**src/verilog/sims_pkg.sv**
```systemverilog
package sims_pkg;

  // Clock and bus timing
  localparam int          CLK_MHZ    = 200;
  localparam int          T_HALF_NS  = 5000;
  localparam int          T_QTR_NS   = 2500;
  localparam int          CYC_HALF_I = (T_HALF_NS * CLK_MHZ + 999) / 1000;
  localparam int          CYC_QTR_I  = (T_QTR_NS * CLK_MHZ + 999) / 1000;
  localparam logic [9:0]  CYC_HALF   = 10'(CYC_HALF_I - 1);
  localparam logic [9:0]  CYC_QTR    = 10'(CYC_QTR_I - 1);

  // Line select encodings
  localparam logic [1:0]  SEL_SERIAL = 2'h0;
  localparam logic [1:0]  SEL_COND   = 2'h1;
  localparam logic [1:0]  SEL_LOW    = 2'h2;
  localparam logic [1:0]  SEL_HIZ    = 2'h3;

  // Byte framing
  localparam logic [3:0]  ACK_BIT    = 4'h8;
  localparam int          TX_WIDTH   = 8;
  localparam int          TX_DEPTH   = 4;

  // Reset values
  localparam logic [1:0]  SEL_RST    = 2'h3;

  typedef enum logic [3:0] {
    ST_IDLE = 4'b0000,
    ST_REL  = 4'b0001,
    ST_HOLD = 4'b0010,
    ST_END  = 4'b0011,
    SP_LOW  = 4'b0100,
    SP_SCLH = 4'b0101,
    SP_END  = 4'b0110,
    BIT_LO  = 4'b0111,
    BIT_HI  = 4'b1000
  } sims_state_t;

endpackage

```
**src/verilog/sims_fifo.sv**
```systemverilog
module sims_fifo
  import sims_pkg::*;
#(
  parameter int W = 8,
  parameter int D = 4
)(
  // Clock and reset
  input  wire logic         clk,
  input  wire logic         rst_n,
  // Fill side
  input  wire logic         in_valid,
  output      logic         in_ready,
  input  wire logic [W-1:0] in_data,
  // Drain side
  output      logic         out_valid,
  input  wire logic         out_ready,
  output      logic [W-1:0] out_data
);

  localparam int AW = $clog2(D);

  logic [W-1:0]  mem_r [D];
  logic [AW-1:0] wp_r, wp_nxt, rp_r, rp_nxt;
  logic [AW:0]   cnt_r, cnt_nxt;
  logic          push, pop;

  // Honest full and empty from the occupancy count
  always_comb
  begin
    in_ready  = (cnt_r != (AW+1)'(D));
    out_valid = (cnt_r != '0);
    push      = in_valid && in_ready;
    pop       = out_valid && out_ready;
    wp_nxt    = push ? ((wp_r == AW'(D-1)) ? '0 : wp_r + 1'b1) : wp_r;
    rp_nxt    = pop  ? ((rp_r == AW'(D-1)) ? '0 : rp_r + 1'b1) : rp_r;
    cnt_nxt   = cnt_r + (AW+1)'(push) - (AW+1)'(pop);
    out_data  = mem_r[rp_r];
  end

  // Pointers and count only; storage needs no reset
  always_ff @(posedge clk)
  begin
    if (!rst_n)
    begin
      wp_r  <= '0;
      rp_r  <= '0;
      cnt_r <= '0;
    end
    else
    begin
      wp_r  <= wp_nxt;
      rp_r  <= rp_nxt;
      cnt_r <= cnt_nxt;
    end
  end

  always_ff @(posedge clk)
  begin
    if (push)
      mem_r[wp_r] <= in_data;
  end

endmodule

```
**src/verilog/sims_master.sv**
```systemverilog
//////////////////////////////////////////////////////////////////////////////
// Overview of operation
// [RULE_01] Software enables transmit, receive and both interrupt requests first; the bench enables the two interrupts only later, in t_start and t_bytes.
// [RULE_02] Start request is written together with both selects set to 01b; the bench first writes it with both selects 00b, in t_refuse.
// [RULE_03] Select 01b routes that line to the condition generator.
// [RULE_04] Start done: request clears, completion flag and its request set.
// [RULE_05] Software clears flag, selects serial lines, then writes address.
// [RULE_06] Clearing the completion flag also clears its pending request.
// [RULE_07] Every finished byte sets the transmit-buffer request flag.
// [RULE_08] After the last byte, stop is requested with both selects 01b.
// [RULE_09] Stop done: request clears, completion flag and its request set.
// [RULE_10] After stop, software clears flag and sets both selects to 11b.
// [RULE_11] Stop is requested only after the final byte has shifted out.
// [RULE_12] Software checks the acknowledge before writing the next byte; the bench queues all four bytes before any acknowledge.
// [RULE_13] Completion interrupt gated by enable; flags update regardless.
//////////////////////////////////////////////////////////////////////////////
module sims_master
  import sims_pkg::*;
(
  // Clock and reset
  input  wire logic       clk,
  input  wire logic       rst_n,
  // Control bits
  input  wire logic       tx_enable,
  input  wire logic       rx_enable,
  input  wire logic       tx_irq_enable,
  input  wire logic       cond_irq_enable,
  input  wire logic       ctrl_wr,
  input  wire logic       ctrl_begin,
  input  wire logic       ctrl_halt,
  input  wire logic [1:0] ctrl_scl_sel,
  input  wire logic [1:0] ctrl_sda_sel,
  input  wire logic       flag_clr,
  input  wire logic       tx_irq_clr,
  // Status
  output      logic       begin_condition_request,
  output      logic       halt_condition_request,
  output      logic [1:0] clock_line_select,
  output      logic [1:0] data_line_select,
  output      logic       cond_complete_flag,
  output      logic       cond_irq_flag,
  output      logic       tx_irq_flag,
  output      logic       cond_done_irq,
  output      logic       tx_buffer_irq,
  output      logic       ack_seen_n,
  output      logic [7:0] rx_data,
  // Transmit data
  input  wire logic       tx_valid,
  output      logic       tx_ready,
  input  wire logic [7:0] tx_data,
  // Bus lines
  input  wire logic       scl_i,
  output      logic       scl_o,
  output      logic       scl_oe_n,
  input  wire logic       sda_i,
  output      logic       sda_o,
  output      logic       sda_oe_n
);

  sims_state_t state_r, state_nxt;
  logic [9:0]  tmr_r, tmr_nxt;
  logic [3:0]  bit_r, bit_nxt;
  logic [7:0]  sh_r, sh_nxt, rx_r, rx_nxt;
  logic        beg_r, beg_nxt, halt_r, halt_nxt;
  logic [1:0]  ssel_r, ssel_nxt, dsel_r, dsel_nxt;
  logic        flag_r, flag_nxt, cirq_r, cirq_nxt, tirq_r, tirq_nxt;
  logic        ack_r, ack_nxt;
  logic        cg_scl_r, cg_scl_nxt, cg_sda_r, cg_sda_nxt;
  logic        sh_scl_r, sh_scl_nxt, sh_sda_r, sh_sda_nxt;
  logic        scl_rel_r, scl_rel_nxt, sda_rel_r, sda_rel_nxt;
  logic [2:0]  scl_sy_r, sda_sy_r;
  logic        scl_s_r, sda_s_r;
  logic        fifo_valid, fifo_pop;
  logic [7:0]  fifo_data;
  logic        wait_scl, tick, cond_set, byte_done;

  // Four-word buffer so software can queue bytes ahead of the shifter
  sims_fifo #(
    .W (TX_WIDTH),
    .D (TX_DEPTH)
  ) u_txq (
    .clk       (clk),
    .rst_n     (rst_n),
    .in_valid  (tx_valid),
    .in_ready  (tx_ready),
    .in_data   (tx_data),
    .out_valid (fifo_valid),
    .out_ready (fifo_pop),
    .out_data  (fifo_data)
  );

  //////////////////////////////////////////////////////////////////////////
  // Pin synchronisers: a level counts once the last two stages agree
  always_ff @(posedge clk)
  begin
    if (!rst_n)
    begin
      scl_sy_r <= 3'h7;
      sda_sy_r <= 3'h7;
      scl_s_r  <= 1'b1;
      sda_s_r  <= 1'b1;
    end
    else
    begin
      scl_sy_r <= {scl_sy_r[1:0], scl_i};
      sda_sy_r <= {sda_sy_r[1:0], sda_i};
      if (scl_sy_r[2] == scl_sy_r[1])
        scl_s_r <= scl_sy_r[2];
      if (sda_sy_r[2] == sda_sy_r[1])
        sda_s_r <= sda_sy_r[2];
    end
  end

  // Line routing; 10b is taken as a forced low
  function automatic logic route(input logic [1:0] sel,
                                 input logic cg, input logic sh);
    case (sel)
      SEL_SERIAL: route = sh;
      SEL_COND:   route = cg;
      SEL_LOW:    route = 1'b0;
      default:    route = 1'b1;
    endcase
  endfunction

  //////////////////////////////////////////////////////////////////////////
  // Sequencer next state
  always_comb
  begin
    state_nxt  = state_r;
    tmr_nxt    = tmr_r;
    bit_nxt    = bit_r;
    sh_nxt     = sh_r;
    rx_nxt     = rx_r;
    beg_nxt    = beg_r;
    halt_nxt   = halt_r;
    ssel_nxt   = ssel_r;
    dsel_nxt   = dsel_r;
    ack_nxt    = ack_r;
    cg_scl_nxt = cg_scl_r;
    cg_sda_nxt = cg_sda_r;
    sh_scl_nxt = sh_scl_r;
    sh_sda_nxt = sh_sda_r;
    fifo_pop   = 1'b0;
    cond_set   = 1'b0;
    byte_done  = 1'b0;
    // Released clock waits for the line to rise, so slaves may stretch it
    wait_scl   = (state_r == ST_REL) || (state_r == SP_SCLH) ||
                 (state_r == BIT_HI);
    tick       = (tmr_r == '0) && !(wait_scl && !scl_s_r);
    if (!(wait_scl && !scl_s_r) && tmr_r != '0)
      tmr_nxt = tmr_r - 1'b1;
    case (state_r)
      ST_IDLE:
      begin
        if (beg_r && ssel_r == SEL_COND && dsel_r == SEL_COND)
        begin
          cg_scl_nxt = 1'b1; // RULE_03
          cg_sda_nxt = 1'b1;
          tmr_nxt    = CYC_HALF;
          state_nxt  = ST_REL;
        end
        else if (halt_r && ssel_r == SEL_COND && dsel_r == SEL_COND)
        begin
          cg_scl_nxt = 1'b0; // RULE_03
          cg_sda_nxt = 1'b0;
          tmr_nxt    = CYC_QTR;
          state_nxt  = SP_LOW;
        end
        else if (tx_enable && fifo_valid && ssel_r == SEL_SERIAL &&
                 dsel_r == SEL_SERIAL)
        begin
          fifo_pop   = 1'b1;
          sh_nxt     = fifo_data;
          sh_sda_nxt = fifo_data[7];
          sh_scl_nxt = 1'b0;
          bit_nxt    = '0;
          tmr_nxt    = CYC_HALF;
          state_nxt  = BIT_LO;
        end
      end
      ST_REL:
        if (tick)
        begin
          cg_sda_nxt = 1'b0;
          tmr_nxt    = CYC_HALF;
          state_nxt  = ST_HOLD;
        end
      ST_HOLD:
        if (tick)
        begin
          cg_scl_nxt = 1'b0;
          tmr_nxt    = CYC_QTR;
          state_nxt  = ST_END;
        end
      ST_END:
        if (tick)
        begin
          beg_nxt    = 1'b0; // RULE_04
          cond_set   = 1'b1;
          sh_scl_nxt = 1'b0; // Shifter takes over with SCL held low
          state_nxt  = ST_IDLE;
        end
      SP_LOW:
        if (tick)
        begin
          cg_scl_nxt = 1'b1;
          tmr_nxt    = CYC_HALF;
          state_nxt  = SP_SCLH;
        end
      SP_SCLH:
        if (tick)
        begin
          cg_sda_nxt = 1'b1;
          tmr_nxt    = CYC_HALF;
          state_nxt  = SP_END;
        end
      SP_END:
        if (tick)
        begin
          halt_nxt  = 1'b0; // RULE_09
          cond_set  = 1'b1;
          state_nxt = ST_IDLE;
        end
      BIT_LO:
      begin
        // Data moves mid-low, never with the clock edge: no false start/stop
        if (tmr_r == CYC_QTR)
          sh_sda_nxt = (bit_r == ACK_BIT) ? 1'b1 : sh_r[7];
        if (tick)
        begin
          sh_scl_nxt = 1'b1;
          tmr_nxt    = CYC_HALF;
          state_nxt  = BIT_HI;
        end
      end
      BIT_HI:
        if (tick)
        begin
          sh_scl_nxt = 1'b0;
          tmr_nxt    = CYC_HALF;
          if (bit_r == ACK_BIT)
          begin
            if (rx_enable)
              ack_nxt = sda_s_r;
            byte_done = 1'b1; // RULE_07
            state_nxt = ST_IDLE;
          end
          else
          begin
            if (rx_enable)
              rx_nxt = {rx_r[6:0], sda_s_r};
            sh_nxt     = {sh_r[6:0], 1'b0};
            bit_nxt    = bit_r + 1'b1;
            state_nxt  = BIT_LO;
          end
        end
      default:
        state_nxt = ST_IDLE;
    endcase
    // Software writes; a new request wins over a same-cycle completion
    if (ctrl_wr)
    begin
      ssel_nxt = ctrl_scl_sel;
      dsel_nxt = ctrl_sda_sel;
      if (ctrl_begin)
        beg_nxt = 1'b1;
      if (ctrl_halt)
        halt_nxt = 1'b1;
    end
    // Flags: hardware set beats software clear
    flag_nxt = cond_set ? 1'b1 : (flag_clr ? 1'b0 : flag_r); // RULE_04
    cirq_nxt = cond_set ? 1'b1 : (flag_clr ? 1'b0 : cirq_r); // RULE_06
    tirq_nxt = byte_done ? 1'b1 : (tx_irq_clr ? 1'b0 : tirq_r); // RULE_07
    scl_rel_nxt = route(ssel_nxt, cg_scl_nxt, sh_scl_nxt); // RULE_03
    sda_rel_nxt = route(dsel_nxt, cg_sda_nxt, sh_sda_nxt); // RULE_03
  end

  // Sequencer registers
  always_ff @(posedge clk)
  begin
    if (!rst_n)
    begin
      state_r   <= ST_IDLE;
      tmr_r     <= '0;
      bit_r     <= '0;
      sh_r      <= '0;
      rx_r      <= '0;
      beg_r     <= 1'b0;
      halt_r    <= 1'b0;
      ssel_r    <= SEL_RST;
      dsel_r    <= SEL_RST;
      flag_r    <= 1'b0;
      cirq_r    <= 1'b0;
      tirq_r    <= 1'b0;
      ack_r     <= 1'b1;
      cg_scl_r  <= 1'b1;
      cg_sda_r  <= 1'b1;
      sh_scl_r  <= 1'b1;
      sh_sda_r  <= 1'b1;
      scl_rel_r <= 1'b1;
      sda_rel_r <= 1'b1;
    end
    else
    begin
      state_r   <= state_nxt;
      tmr_r     <= tmr_nxt;
      bit_r     <= bit_nxt;
      sh_r      <= sh_nxt;
      rx_r      <= rx_nxt;
      beg_r     <= beg_nxt;
      halt_r    <= halt_nxt;
      ssel_r    <= ssel_nxt;
      dsel_r    <= dsel_nxt;
      flag_r    <= flag_nxt;
      cirq_r    <= cirq_nxt;
      tirq_r    <= tirq_nxt;
      ack_r     <= ack_nxt;
      cg_scl_r  <= cg_scl_nxt;
      cg_sda_r  <= cg_sda_nxt;
      sh_scl_r  <= sh_scl_nxt;
      sh_sda_r  <= sh_sda_nxt;
      scl_rel_r <= scl_rel_nxt;
      sda_rel_r <= sda_rel_nxt;
    end
  end

  //////////////////////////////////////////////////////////////////////////
  // Outputs; open drain, so only a low is ever driven
  assign begin_condition_request = beg_r;
  assign halt_condition_request  = halt_r;
  assign clock_line_select       = ssel_r;
  assign data_line_select        = dsel_r;
  assign cond_complete_flag      = flag_r;
  assign cond_irq_flag           = cirq_r;
  assign tx_irq_flag             = tirq_r;
  assign cond_done_irq           = cirq_r && cond_irq_enable; // RULE_13
  assign tx_buffer_irq           = tirq_r && tx_irq_enable;
  assign ack_seen_n              = ack_r;
  assign rx_data                 = rx_r;
  assign scl_o                   = 1'b0;
  assign sda_o                   = 1'b0;
  assign scl_oe_n                = scl_rel_r;
  assign sda_oe_n                = sda_rel_r;

  //////////////////////////////////////////////////////////////////////////
  // Checks
  route_cond_a: assert property (@(posedge clk) disable iff (!rst_n) // RULE_03
    (ssel_r == SEL_COND && dsel_r == SEL_COND) |->
      (scl_oe_n == cg_scl_r && sda_oe_n == cg_sda_r))
    else $error("condition generator not routed to the lines");

  start_done_a: assert property (@(posedge clk) disable iff (!rst_n) // RULE_04
    (state_r == ST_END && tick && !(ctrl_wr && ctrl_begin)) |=>
      (!beg_r && flag_r && cirq_r && state_r == ST_IDLE))
    else $error("start completion did not update request and flags");

  stop_done_a: assert property (@(posedge clk) disable iff (!rst_n) // RULE_09
    (state_r == SP_END && tick && !(ctrl_wr && ctrl_halt)) |=>
      (!halt_r && flag_r && cirq_r))
    else $error("stop completion did not update request and flags");

  flag_clear_a: assert property (@(posedge clk) disable iff (!rst_n) // RULE_06
    (flag_clr && !cond_set) |=> (!flag_r && !cirq_r && !cond_done_irq))
    else $error("flag clear left the request pending");

  byte_irq_a: assert property (@(posedge clk) disable iff (!rst_n) // RULE_07
    (state_r == BIT_HI && bit_r == ACK_BIT && tick) |=>
      (tirq_r && (tx_buffer_irq == tx_irq_enable)))
    else $error("finished byte did not raise the transmit request");

  irq_gate_a: assert property (@(posedge clk) disable iff (!rst_n) // RULE_13
    (cond_set && !cond_irq_enable) |=> (cirq_r && flag_r) ##0
      (cond_done_irq == cond_irq_enable))
    else $error("completion flags not independent of the enable");

  start_seq_a: assert property (@(posedge clk) disable iff (!rst_n) // RULE_03
    (state_r == ST_HOLD && ssel_r == SEL_COND && dsel_r == SEL_COND) |->
      (!sda_oe_n && scl_oe_n))
    else $error("start condition shape wrong on the lines");

  sda_hold_a: assert property (@(posedge clk) disable iff (!rst_n) // RULE_07
    (state_r == BIT_HI && dsel_r == SEL_SERIAL && $stable(dsel_r)) |->
      $stable(sda_oe_n))
    else $error("data line moved while the clock was high");

endmodule

```
**config.mk**
```make
export PLATFORM = sky130hd
export DESIGN_NAME = sims_master
export DESIGN_NICKNAME = d
export VERILOG_FILES = /design/src/verilog/sims_pkg.sv /design/src/verilog/sims_fifo.sv /design/src/verilog/sims_master.sv
export SDC_FILE = /design/constraint.sdc
export NUM_CORES = 1
export LEC_CHECK = 0
export BUFFER_PORTS_ARGS = -buffer_cell sky130_fd_sc_hd__buf_2
export CAP_MARGIN = 30
export CORE_UTILIZATION = 53
export CTS_CLUSTER_DIAMETER = 40
export DETAILED_ROUTE_END_ITERATION = 16
export GPL_TIMING_DRIVEN = 0
export PLACE_DENSITY = 0.73
export RECOVER_POWER = 100
export SKIP_LAST_GASP = 1
export SYNTH_ARGS = -nofsm -noshare
export SYNTH_HDL_FRONTEND = slang
export SYNTH_SLANG_ARGS = --single-unit
```
**constraint.sdc**
```tcl
create_clock -name clk -period 2.95 [get_ports clk]
set_input_delay 0.1475 -clock clk [delete_from_list [all_inputs] [get_ports clk]]
set_output_delay 0.1475 -clock clk [all_outputs]
set_load 0.02 [all_outputs]
```
; Yosys cells after proc, flatten, opt, wreduce, memory -nomap -nowiden
; Memory sizes are Yosys's and may differ from the RTL's. A register that Yosys moved wholly into a read port is not among the register bits.
; Cells that the tools add are included.
[word_totals]
output_inout_bits = 25
reg_bits = 64
n_memories = 1
mem_bits_ro = 0
word_cells = 186
ramBits = 32
latch_bits = 0
[classes]
n_eq_ne = 33
shift = 0
n_mux = 84
order_cmp = 0
addsub = 6
div = 0
n_mul = 0
bitwise_logic = 1
n_reduce_logical = 36
[memory_table]
columns = memory, words, word_bits, read_ports, rd_ports_with_merged_regs, write_ports, line_no
row1 = u_txq.mem_r, 4, 8, 1, 1, 1, sims_fifo.sv:22  ; logic [W-1:0] mem_r [D];
[ops]
columns = cell, n
row1 = $mux W10, 6
row2 = $mux W4, 15
row3 = $mux W1, 41
row4 = $mux W8, 5
row5 = $pmux W4 S8, 1
row6 = $pmux W10 S3, 1
row7 = $ne A2 B2 Y1 const B, 10
row8 = $eq A4 B3 Y1 const B, 4
row9 = $pmux W8 S2, 1
row10 = $pmux W1 S3, 5
row11 = $logic_and A1 B1 Y1, 14
row12 = $mux W2, 6
row13 = $eq A10 B9 Y1 const B, 1
row14 = $logic_not A10 Y1, 1
row15 = $reduce_bool A10 Y1, 1
row16 = $sub A10 B1 Y10 const B, 1
row17 = $eq A2 B1 Y1 const B, 4
row18 = $eq A2 B2 Y1 const B, 4
row19 = $eq A4 B2 Y1 const B, 2
row20 = $eq A4 B4 Y1 const B, 2
row21 = $logic_not A2 Y1, 4
row22 = $pmux W4 S2, 1
row23 = $reduce_and A4 Y1, 2
row24 = $reduce_and A8 Y1, 1
row25 = other kinds (20), 27

; Logic depth before layout (Yosys ltp)
; Gate-level depths: netlist of run 1.
[depth]
word_depth = 11
ltp_mapped = 12
depth_no_buf = 10

; Hierarchy
; Synthesis of run 1 repeated with hierarchy kept, for this count alone.
[unflattened]
cells_unflattened = 444
area_unflattened_um2 = 4624.4
[modules_own_cells]
columns = mod, n_inst, area_per_inst_um2, cells_each, seq_area_each_um2
row1 = sims_master, 1, 2985.4, 350, 1141.1
row2 = sims_fifo, 1, 1639.1, 94, 1141.1

; Worst setup path after synthesis of run 1
; No wires, ideal clock.
[synth_path]
kind = register -> register
startpoint = register dsel_r[1], in the netlist data_line_select[1]
endpoint = register u_txq.cnt_r[2]
path_slack_ns = 0.397
synth_period_minus_slack_ns = 2.553
n_path_buf = 1
t_arrival_ns = 2.438
stages_incl_launch_ff = 12
t_required_ns = 2.835
path_cell_list = dfxtp_1 nor4_1 o311ai_2 or2_2 clkbuf_1 inv_1 ha_1 inv_1 ha_1 fa_1 xnor2_1 and2_1
[synth_via]
elab_chain_len = 8
word_cells_on_any_way = 11
classes_between = add/sub: 1 / eq/ne: 1 / mux: 4 / reduce/logical: 5
[synth_rtl]
columns = element, line_no
row1 = start: declaration, sims_master.sv:65  ; logic [1:0] ssel_r, ssel_nxt, dsel_r, dsel_nxt;
row2 = start signal: assignment, sims_master.sv:313  ; dsel_r <= dsel_nxt;
row3 = $logic_not A2 Y1, sims_master.sv:170  ; dsel_r == SEL_SERIAL)
row4 = $logic_and A1 B1 Y1, sims_master.sv:169  ; else if (tx_enable && fifo_valid && ssel_r == SEL_SERIAL &&
row5 = $mux W1, sims_master.sv:169
row6 = $mux W1, sims_master.sv:162  ; else if (halt_r && ssel_r == SEL_COND && dsel_r == SEL_COND)
row7 = $mux W1 (*), sims_master.sv:155  ; if (beg_r && ssel_r == SEL_COND && dsel_r == SEL_COND)
row8 = $mux W1 (*), sims_master.sv:152  ; case (state_r)
row9 = $logic_and A1 B1 Y1 (*), sims_fifo.sv:33  ; pop = out_valid && out_ready;
row10 = $sub A3 B1 Y3 (*), sims_fifo.sv:36  ; cnt_nxt = cnt_r + (AW+1)'(push) - (AW+1)'(pop);
row11 = end signal: assignment, sims_fifo.sv:53  ; cnt_r <= cnt_nxt;
row12 = end: declaration, sims_fifo.sv:24  ; logic [AW:0] cnt_r, cnt_nxt;
; Mark *: on every way between the ends. The rest lies on a longest branch, timed or not.
; A chain may end at the register's enable or synchronous reset.

; Worst setup path after layout of run 1
; Same ends and word-level chain as after synthesis.

==> results.md, run 1 <==
* Outcome: complete, no violations
* Seq pwr share at 45.4%
* Post-layout util at 61.9%
* H-tree depth at 3
* WL/cell at between 15 and 20 um
* Post-Place Cell Area at 4870 um2
* Clock share of power at 23.3%
* Post-synth EDFFs at 32
* Vias in the first global route at 3113
* Input/output buffers at 47
* First-pass GRT wire length at 15.2 mm
* Logic pwr share at approximately 31%
* Leading cell types in the layout, fill and taps excluded: 66 x dfxtp_1, 50 x nand2_1, 45 x clkbuf_1
* Row Count at 33
* # Post-CTS Setup Buffers at 0
* Yosys warns at 0
* Clock skew at 0.0131 ns
* Min Clock Period, post-route at between 2 and 3 ns
* Root Driver: clkbuf_8
* DP Wirelength at 6.69 mm
* Largest net degree at the start of global routing at 20
* Seq/Total Area, Yosys at between 50% and 60%
* Antenna cells at 0
* Asr flop ratio synth at 0%
* Finished Layout Cells at 604
* Drt drc at 0
* Synthesis-to-layout area growth at 13.0%
* Sw frac at between 30 and 40%
* Worst Setup End Kind: flop
* Most common cell after layout, fill and taps aside: dfxtp_1
* Post-route cell area at 5090 um2
* Synth Flop Type: dfxtp_1
* DIE WIDTH at 94.2 um
* RSZ-0062 raised after global routing: false
* Fin crit share at 92.7%
* Arr. time, crit path at 3.02 ns
* Final Power at about 3.7 mW
* Post-synthesis cell type count at 60
* LEAKAGE at 2.05 nW
* Final #Nets at ~530
* Max FO, Critical Path at 6
* DR vias at 3375
* Final hold violations at 0
* First DRT Iteration DRCs at around 270
* CP Launch Type: flop
* Worst path bufs/invs at 3
* DR vias/cell at 5.59
* Initial Util at 54.8%
* Max Cap Viol at 0
* Crit-path cells: nor4_4, o311ai_2, or2_2, clkbuf_1, inv_1, ha_1, inv_1, ha_1, fa_1, xnor2_1, and2_1
* Rel. slew slack at 43.4%
* Initial antenna violation count at 0
* Routed Antenna Nets at 0
* Total wire length at between 9 and 10 mm
* Total die area at 8870 um2
* Setup-failing EPs final at 0
* WHS at approximately 0.018 ns
* Pre-CTS worst setup slack at 0.0706 ns
* Height of the die at 94.2 um
* Final TNS setup at 0 ns
* Setup WS post-layout at 0.215 ns
* Int Pwr at ~2.3 mW
* CTS sink cnt at 98
* Psw at 1.35 mW
* Maximum clock path buffer count at 2
* Syn Std Cell Area at about 4500 um2
* Clock Latency Late Sink at around 0.38 ns
* Placed instance count at 579
* Avg Inst Size Synth at 10.6 um2
* Final Max Tran Viols at 0
* Slowest stage delay, CP at around 0.38 ns
* WP data required at 3.23 ns
* TritonCTS clock tree: yes
* Worst path top cell family by delay: simple AND/OR/NAND/NOR gates
* DR pass1 iterations at 5
* Overall overflow remaining after global route at 0
* Worst-path clk slew at 0.10 ns
* Layout cells sized above 1 at 11.6%
* CTS buffer count at 9
* Fmax at approximately 370 MHz
* IO Count at 51
* Kind of critical path: flop to flop
* Core area at around 8000 um2
* Register bit total from synthesis at 98
* Worst hold path class: primary input to flop
* Mapped Cells at about 430
* Maximum VDD drop at 327 uV
* Pwr dens at 722 nW/um2
* Slowest cell on the critical path: fa_1
* Gr usage total at ~23%
* Final Wtd Congestion at 0.911
* Worst-Margin Slew at 0.842 ns
final timing paths:
| check | startpoint | endpoint | slack [ns] | cells past startpoint |
|---|---|---|---|---|
| min | ctrl_halt | halt_condition_request | 0.02 | 3 |
| max | data_line_select[1] | u_txq.cnt_r[2] | 0.22 | 11 |
| max reg2reg | data_line_select[1] | u_txq.cnt_r[2] | 0.22 | 11 |
| min reg2reg | scl_sy_r[0] | scl_sy_r[1] | 0.42 | 1 |
power by group through the flow:
| stage | clock (mW) | sequential, mW | combinational [mW] |
|---|---|---|---|
| 3_3_place_gp | 0 | 1.68 | 1.15 |
| 6_report | 0.856 | 1.67 | 1.15 |
| 5_1_grt | 0.923 | 1.69 | 1.28 |
| 4_1_cts | 0.864 | 1.66 | 1.18 |
| 3_5_place_dp | 0 | 1.69 | 1.17 |
| 2_1_floorplan | 0 | 1.68 | 0.906 |
state kept, by name, indices dropped and copies added, names as in the netlist, 2 cells and up, named ones only:
name	count
u_txq.rp_r	2
u_txq.cnt_r	3
rx_data	8
state_r	4
sh_r	8
scl_sy_r	3
u_txq.mem_r	32
tmr_r	10
sda_sy_r	3
bit_r	4
u_txq.wp_r	2
clock_line_select	2
data_line_select	2
cells by family (layout without fill, tap and decap cells):
kind of cell / after synthesis / after routing / synth area share, %
DFF: 98 / 98 / 50.7
adders and majority gates: 13 / 13 / 3.78
muxes: 24 / 24 / 7.59
xor gates and xnor gates: 15 / 15 / 2.92
AOI/OAI and AO/OA: 68 / 68 / 10.9
and+or+nand+nor: 169 / 169 / 20.2
buffers and inverters: 38 / 110 / 3.84
other: 1 / 2 / 0.0833
cells in the mapped netlist, types with 9 or more instances:
cell type / instances / share of area (%)
and2_1: 10 / 1.4
nand2b_1: 9 / 1.3
ha_1: 12 / 3.3
mux2i_1: 15 / 3.3
a21oi_1: 15 / 1.7
nor2b_1: 13 / 1.8
xor2_1: 10 / 1.9
o21ai_0: 16 / 1.8
edfxtp_1: 32 / 21
inv_1: 14 / 1.2
nor2_1: 24 / 2.0
dfxtp_1: 66 / 29
clkbuf_1: 14 / 1.2
nand3_1: 17 / 1.9
nand2_1: 50 / 4.2
what timing repair did:
action                                  CTS  global route
hold buffers                              9             1
resized for setup                         0             2
endpoints found under the hold margin    30             4
endpoints found under the setup margin    0             2
worst reg2reg max path, delay by kind of cell (launching register included):
| family | cells | cell delay [ns] |
|---|---|---|
| adder cells (fa/ha/maj) | 3 | 0.76 |
| buffers and inverters | 3 | 0.40 |
| flip-flops | 1 | 0.37 |
| AO/OA/AOI/OAI | 1 | 0.20 |
| AND/OR/NAND/NOR | 3 | 0.77 |
| XOR/XNOR | 1 | 0.14 |
per-layer routing:
metal	part of all wire [%]	GRT usage (%)	up-vias
li1	-	-	1643
met1	45	30.7	1610
met2	48	35.7	102
met3	5.5	5.18	20
met4	1.7	7.95	0
met5	0	0	-
cell type report:
class	count	area, um2
plain buffers	22	113
multi-input cells	291	2020
clock buffers	9	124
flip-flops and latches	98	2280
fillers	708	3130
inverters	15	56.3
repair buffers	57	295
well taps	105	131
clock inverters	7	62.6
No activity file was read; power rests on OpenSTA's default activity.
==> run 2, diff against run 1 <==
Settings changed: CORE_UTILIZATION 53 to 58, PLACE_DENSITY 0.73 to 0.79.
==> run 2 against run 1 <==
Compared with the run above: largest cell class unchanged; critical path type unchanged; worst hold slack gained 0.011 ns; flip-flop and latch count is the same; utilization grew 7.2 points.
==> results.md, run 2 (synthesis gave the netlist of run 1 again) <==
* Top reg by flops: u_txq.mem_r
* Worst-path clk slew at 0.10 ns (about the same)
* CP Launch Type: flop
* Final TNS setup at 0 ns (unchanged)
* Kind of critical path: flop to flop
* Synthesis-to-layout area growth at 13.1% (about the same)
* Arr. time, crit path at 3.01 ns (about the same)
* Maximum VDD drop at 455 uV (+39%)
* TritonCTS clock tree: yes
* Leading cell types in the layout, fill and taps excluded: 66 x dfxtp_1, 50 x nand2_1, 46 x clkbuf_1
* RSZ-0062 raised after global routing: false
* Max FO, Critical Path at 9 (+3)
* Pwr dens at 739 nW/um2 (+2.3%)
* Initial antenna violation count at 0 (unchanged)
* First-pass GRT wire length at 16.1 mm (+6.2%)
* DIE WIDTH at 90.1 um (-4.3%)
* Initial Util at 61.1% (+6.3 points)
* Worst-Margin Slew at 0.784 ns (-0.0586 ns)
* Top Registers: u_txq.mem_r x32, tmr_r x10
* Min Clock Period, post-route at 2.75 ns (+0.0138 ns)
* Setup-failing EPs final at 0 (unchanged)
* Layout cells sized above 1 at 11.4% (-0.20 points)
* Clock Latency Late Sink at 0.37 ns (about the same)
* LEAKAGE at 2.04 nW (-0.10%)
* Final hold violations at 0 (unchanged)
* DP Wirelength at 6.81 mm (+1.8%)
* Reg-to-reg startpoint: state_r[0]
* Rel. slew slack at 47.4% (+3.9 points)
* Overall overflow remaining after global route at 0 (unchanged)
* Total die area at 8120 um2 (-8.4%)
* Pre-CTS worst setup slack at 0.0831 ns (+0.0125 ns)
* Gr usage total at 25.4% (+2.7 points)
* IO Count at 51 (unchanged)
* Row Count at 31 (-6.1%)
* Worst Min Path Start: ctrl_begin
* Setup WS post-layout at 0.202 ns (-0.0138 ns)
* Final #Nets at 533 (unchanged)
* Routed Antenna Nets at 0 (unchanged)
* CTS sink cnt at 98 (unchanged)
* Drt drc at 0 (unchanged)
* Most common cell after layout, fill and taps aside: dfxtp_1
* Post-layout util at 69.1% (+7.2 points)
* Clock skew at 0.0132 ns (+0.000149 ns)
* DR pass1 iterations at 5 (unchanged)
* # fillers at 591 (-17%)
* DR vias/cell at 5.78 (+3.4%)
* Worst Setup End Kind: flop
* H-tree depth at 3 (unchanged)
* Fin crit share at 93.2% (+0.47 points)
* WL/cell at 16.7 um (+6.7%)
* WHS at 0.0298 ns (+0.0114 ns)
* Final Max Tran Viols at 0 (unchanged)
* Total wire length at 10.0 mm (+5.7%)
* First DRT Iteration DRCs at 297 (+12%)
* Height of the die at 90.1 um (-4.3%)
* Root Driver: clkbuf_8
* Outcome: complete, no violations
* WP data required at 3.21 ns (-0.02 ns)
* CTS buffer count at 9 (unchanged)
* Fmax at 364 MHz (-0.50%)
* Max Cap Viol at 0 (unchanged)
* Worst hold path class: primary input to flop
* Worst Setup SP: state_r[0]
* # Post-CTS Setup Buffers at 0 (unchanged)
* Final Wtd Congestion at 0.908 (-0.38%)
* DR vias at 3454 (+2.3%)
* Maximum clock path buffer count at 2 (unchanged)
* Input/output buffers at 47 (unchanged)
* Core area at 7370 um2 (-10%)
* Vias in the first global route at 3327 (+6.9%)
* Antenna cells at 0 (unchanged)
* Largest net degree at the start of global routing at 20 (unchanged)
* Number of flip-flops in the largest register at 32 (unchanged)
run 2: worst max-delay path, stage by stage (launching register included):
cell and delay, ns:
dfxtp_1 0.32, clkbuf_1 0.25, nor2_1 0.11, nand2_1 0.20
or2_2 0.15, clkbuf_1 0.28, inv_2 0.14, ha_1 0.30
inv_1 0.04, ha_1 0.20, fa_1 0.38, xnor2_1 0.13
and2_0 0.15
run 2: final timing paths:
kind / end / slack (ns) / cells after the start
worst min register to register: sda_sy_r[1] / 0.42 / 1
worst max register to register: u_txq.cnt_r[2] / 0.20 / 12
worst min-delay path: begin_condition_request / 0.03 / 3
worst max-delay path: u_txq.cnt_r[2] / 0.20 / 12
run 2: stage by stage:
stage | cells | instance area, um2 | total power, mW
after floorplan | 427 | 4510 | 2.58
after CTS | 599 | 5180 | 3.79
after global routing | 598 | 5090 | 3.97
after global placement | 573 | 4860 | 2.82
after detailed placement | 573 | 4860 | 2.86
final | 598 | 5090 | 3.76
run 2: final cells by class:
| type | count | area (um2) | area share [%] |
|---|---|---|---|
| flip-flops and latches | 98 | 2280 | 44.8 |
| multi-input cells | 291 | 2010 | 39.5 |
| well taps | 99 | 124 | 2.43 |
| clock inverters | 7 | 87.6 | 1.72 |
| plain buffers | 22 | 111 | 2.19 |
| clock buffers | 9 | 124 | 2.43 |
| repair buffers | 57 | 295 | 5.80 |
| inverters | 15 | 56.3 | 1.11 |
run 2: routing by layer:
| metal | vias up | part of all wire, % | GRT usage [%] |
|---|---|---|---|
| met2 | 115 | 50 | 42.9 |
| met3 | 18 | 4.9 | 5.67 |
| met4 | 0 | 1.8 | 8.87 |
| met1 | 1682 | 43 | 32.2 |
| li1 | 1639 | - | - |
| met5 | - | 0 | 0 |
run 2: what timing repair did:
action,CTS,global route
resized for setup,0,2
hold endpoints to repair,34,0
hold buffers,10,0
endpoints found under the setup margin,0,2
run 2: report_power, final:
part,internal (mW),switching (mW),leakage [nW]
clock network,0.415,0.509,0.109
registers,1.55,0.129,0.832
logic,0.450,0.712,1.10
==> run 3, diff against run 2 <==
Settings changed: ABC_AREA set to 1, CORE_UTILIZATION 58 to 59, PLACE_DENSITY 0.79 to 0.8.
==> run 3 against run 2 <==
Compared with the run above: clock skew is 0.0034 ns lower; maximum frequency is 0.99% higher; register-to-register slack better by 0.03 ns; first-iteration DRC count is 3.4% higher; setup slack better by 0.027 ns; sequential power is 4% higher; synthesized cell count is 43% higher; critical path depth is 1 higher; sequential share of layout area is 2.0 points lower; global-route usage is 3.0 points higher; clock-buffer cell count stayed put; area after synthesis is 6.6% higher; critical path type unchanged; largest power group unchanged.
==> results.md, run 3 <==
* Outcome: complete, no violations
* Register bit total from synthesis at 98 (unchanged)
* Clock Latency Late Sink at 0.37 ns (about the same)
* DIE WIDTH at 92.2 um (+2.3%)
* Maximum VDD drop at 385 uV (-15%)
* Mapped Cells at 608 (+43%)
* Clock skew at 0.00981 ns (-0.00341 ns)
* Final Max Tran Viols at 0 (unchanged)
* Fin crit share at 92.2% (-0.92 points)
* Row Count at 32 (+3.2%)
* Simple-Gate Fraction of Synth Area at 30.8% (+11 points)
* Avg Inst Size Synth at 7.89 um2 (-25%)
* Core area at 7810 um2 (+5.9%)
* Layout cells sized above 1 at 9.10% (-2.3 points)
* Post-synthesis xor/xnor area fraction at 1.10% (-1.8 points)
* Multiplexer share of the synthesized area at 0.417% (-7.2 points)
* Initial antenna violation count at 0 (unchanged)
* Yosys warns at 0 (unchanged)
* DR vias at 4215 (+22%)
* Final #Nets at 715 (+34%)
* Kind of critical path: flop to flop
* Most frequent cell after synthesis: nand2_1
* Synthesis-to-layout area growth at 11.0%
* Synth area leaders: dfxtp_1 28%, edfxtp_1 20%, nand2_1 11%, nor2_1 5.9%, nand3_1 5.6%
* Total die area at 8500 um2 (+4.7%)
* IO Count at 51 (unchanged)
* Routed Antenna Nets at 0 (unchanged)
* Number of flip-flops in the largest register at 32 (unchanged)
* Most common cell after layout, fill and taps aside: nand2_1
* Antenna cells at 0 (unchanged)
* Post-synthesis cell type count at 44 (-27%)
* Leading cell types in the layout, fill and taps excluded: 138 x nand2_1, 78 x nor2_1, 71 x inv_1
* Worst hold path class: primary input to flop
* Worst-path clk slew at 0.10 ns (about the same)
* Rel. slew slack at 46.1% (-1.2 points)
* Initial Util at 61.5% (+0.37 points)
* Final Wtd Congestion at 0.936 (+3.2%)
* Final hold violations at 0 (unchanged)
* Root Driver: clkbuf_8
* Post-synth EDFFs at 32 (unchanged)
* Top Registers: u_txq.mem_r x32, tmr_r x10
* LEAKAGE at 2.40 nW (+17%)
* RSZ-0062 raised after global routing: false
* Fmax at 367 MHz (+0.99%)
* DR pass1 iterations at 5 (unchanged)
* CTS buffer count at 9 (unchanged)
* CTS sink cnt at 98 (unchanged)
* First-pass GRT wire length at 18.8 mm (+16%)
* WP data required at 3.21 ns (about the same)
* H-tree depth at 3 (unchanged)
* Maximum clock path buffer count at 2 (unchanged)
* # fillers at 691 (+17%)
* Seq/Total Area, Yosys at 47.6% (-3.1 points)
* Top cell type's share of synthesized area at 27.5% (-1.8 points)
* Setup WS post-layout at 0.229 ns (+0.0270 ns)
* Arr. time, crit path at 2.99 ns (-0.02 ns)
* Overall overflow remaining after global route at 0 (unchanged)
* Gr usage total at 28.4% (+3.0 points)
* Height of the die at 92.2 um (+2.3%)
* Asr flop ratio synth at 0% (unchanged)
* Drt drc at 0 (unchanged)
* Commonest cells in the netlist: 136 x nand2_1, 76 x nor2_1, 70 x inv_1, 66 x dfxtp_1, 54 x nand3_1
* TritonCTS clock tree: yes
* Top reg by flops: u_txq.mem_r
* Area leader, netlist: dfxtp_1
* Setup-failing EPs final at 0 (unchanged)
* Min Clock Period, post-route at 2.72 ns (-0.0270 ns)
* Worst-Margin Slew at 0.802 ns (+0.0185 ns)
* Syn Std Cell Area at 4800 um2 (+6.6%)
* Post-Place Cell Area at 5160 um2 (+6.1%)
* Main combinational cell family by area after synthesis: simple AND/OR/NAND/NOR gates
* Post-route cell area at 5330 um2 (+4.6%)
* Input/output buffers at 46 (-2.1%)
* Largest net degree at the start of global routing at 19 (-5.0%)
* Pwr dens at 789 nW/um2 (+6.8%)
* CP Launch Type: flop
* Compound-Gate Fraction of Synth Area at 8.68% (-2.2 points)
* WL/cell at 14.7 um (-12%)
* Vias in the first global route at 4010 (+21%)
* DP Wirelength at 8.25 mm (+21%)
* Max FO, Critical Path at 8 (-1)
* Pre-CTS worst setup slack at 0.277 ns (+0.194 ns)
* Final TNS setup at 0 ns (unchanged)
* DR vias/cell at 5.38 (-6.8%)
* Area share of fa/ha/maj cells after synthesis at 3.55% (-0.23 points)
* Total wire length at 11.5 mm (+15%)
* Post-layout util at 68.2% (-0.88 points)
* First DRT Iteration DRCs at 307 (+3.4%)
* Max Cap Viol at 0 (unchanged)
* Worst Setup End Kind: flop
* Synth Flop Type: dfxtp_1
run 3: cell count changes after synthesis, sizes merged, moves of 28 or more:
cell	change
nand2	+96
inv	+62
nor2	+60
nand3	+37
o21ai	+28
run 3: repair_timing:
action                                 in CTS  in global routing
hold buffers                               10                  0
endpoints found under the hold margin      28                  0
setup buffers                               0                  0
gates resized for setup                     0                  0
run 3: final cells by class:
class / instances / area (um2) / share of cell area (%)
buffer: 17 / 82.6 / 1.55
multi-input combinational: 417 / 2070 / 38.8
inverter: 77 / 292 / 5.47
clock buffer: 9 / 124 / 2.33
clock inverter: 7 / 58.8 / 1.10
timing repair buffer: 56 / 293 / 5.50
sequential: 98 / 2280 / 42.9
tap: 102 / 128 / 2.40
run 3: power breakdown:
part	switching, mW	internal (mW)	total [mW]
logic	1.10	0.528	1.63
registers	0.148	1.61	1.75
clock network	0.500	0.320	0.820
run 3: per-stage QoR:
stage,hold WS (ns),power [mW],std cells
2_1_floorplan,0.246,3.05,609
3_3_place_gp,0.337,3.39,757
3_5_place_dp,0.342,3.44,757
4_1_cts,0.0259,4.26,783
5_1_grt,0.0310,4.50,783
6_report,0.0299,4.20,783
run 3: final timing paths:
kind	start	end	slack (ns)	depth (start not counted)
worst max-delay path	data_line_select[0]	u_txq.cnt_r[2]	0.23	13
worst min register to register	sda_sy_r[0]	sda_sy_r[1]	0.43	1
worst min-delay path	flag_clr	cond_irq_flag	0.03	4
worst max register to register	data_line_select[0]	u_txq.cnt_r[2]	0.23	13
run 3: per-layer routing:
layer  GRT usage (%)  up-vias  share of wire, %
met4            12.0        0               2.3
met2            50.6      123                50
met1            34.1     1960                43
li1                -     2111                 -
met3            4.31       21               4.1
met5               0        -                 0
run 3: logic make-up (layout without fill, tap and decap cells):
group	Yosys count	count (layout)
buffers and inverters	94	166
muxes	2	2
xor gates and xnor gates	6	6
and+or+nand+nor	318	318
DFF	98	98
AOI/OAI and AO/OA	76	76
adders and majority gates	13	13
other	1	2
run 3: worst max-delay path: stages (launching register included):
cell and delay, ns:
dfxtp_1 0.39, inv_1 0.07, nor2_1 0.17, nand2_1 0.07
nor2_1 0.36, nor2_1 0.16, nand2_1 0.12, inv_1 0.09
ha_1 0.29, inv_1 0.05, ha_1 0.21, fa_1 0.40
o21ai_0 0.19, a21oi_1 0.05
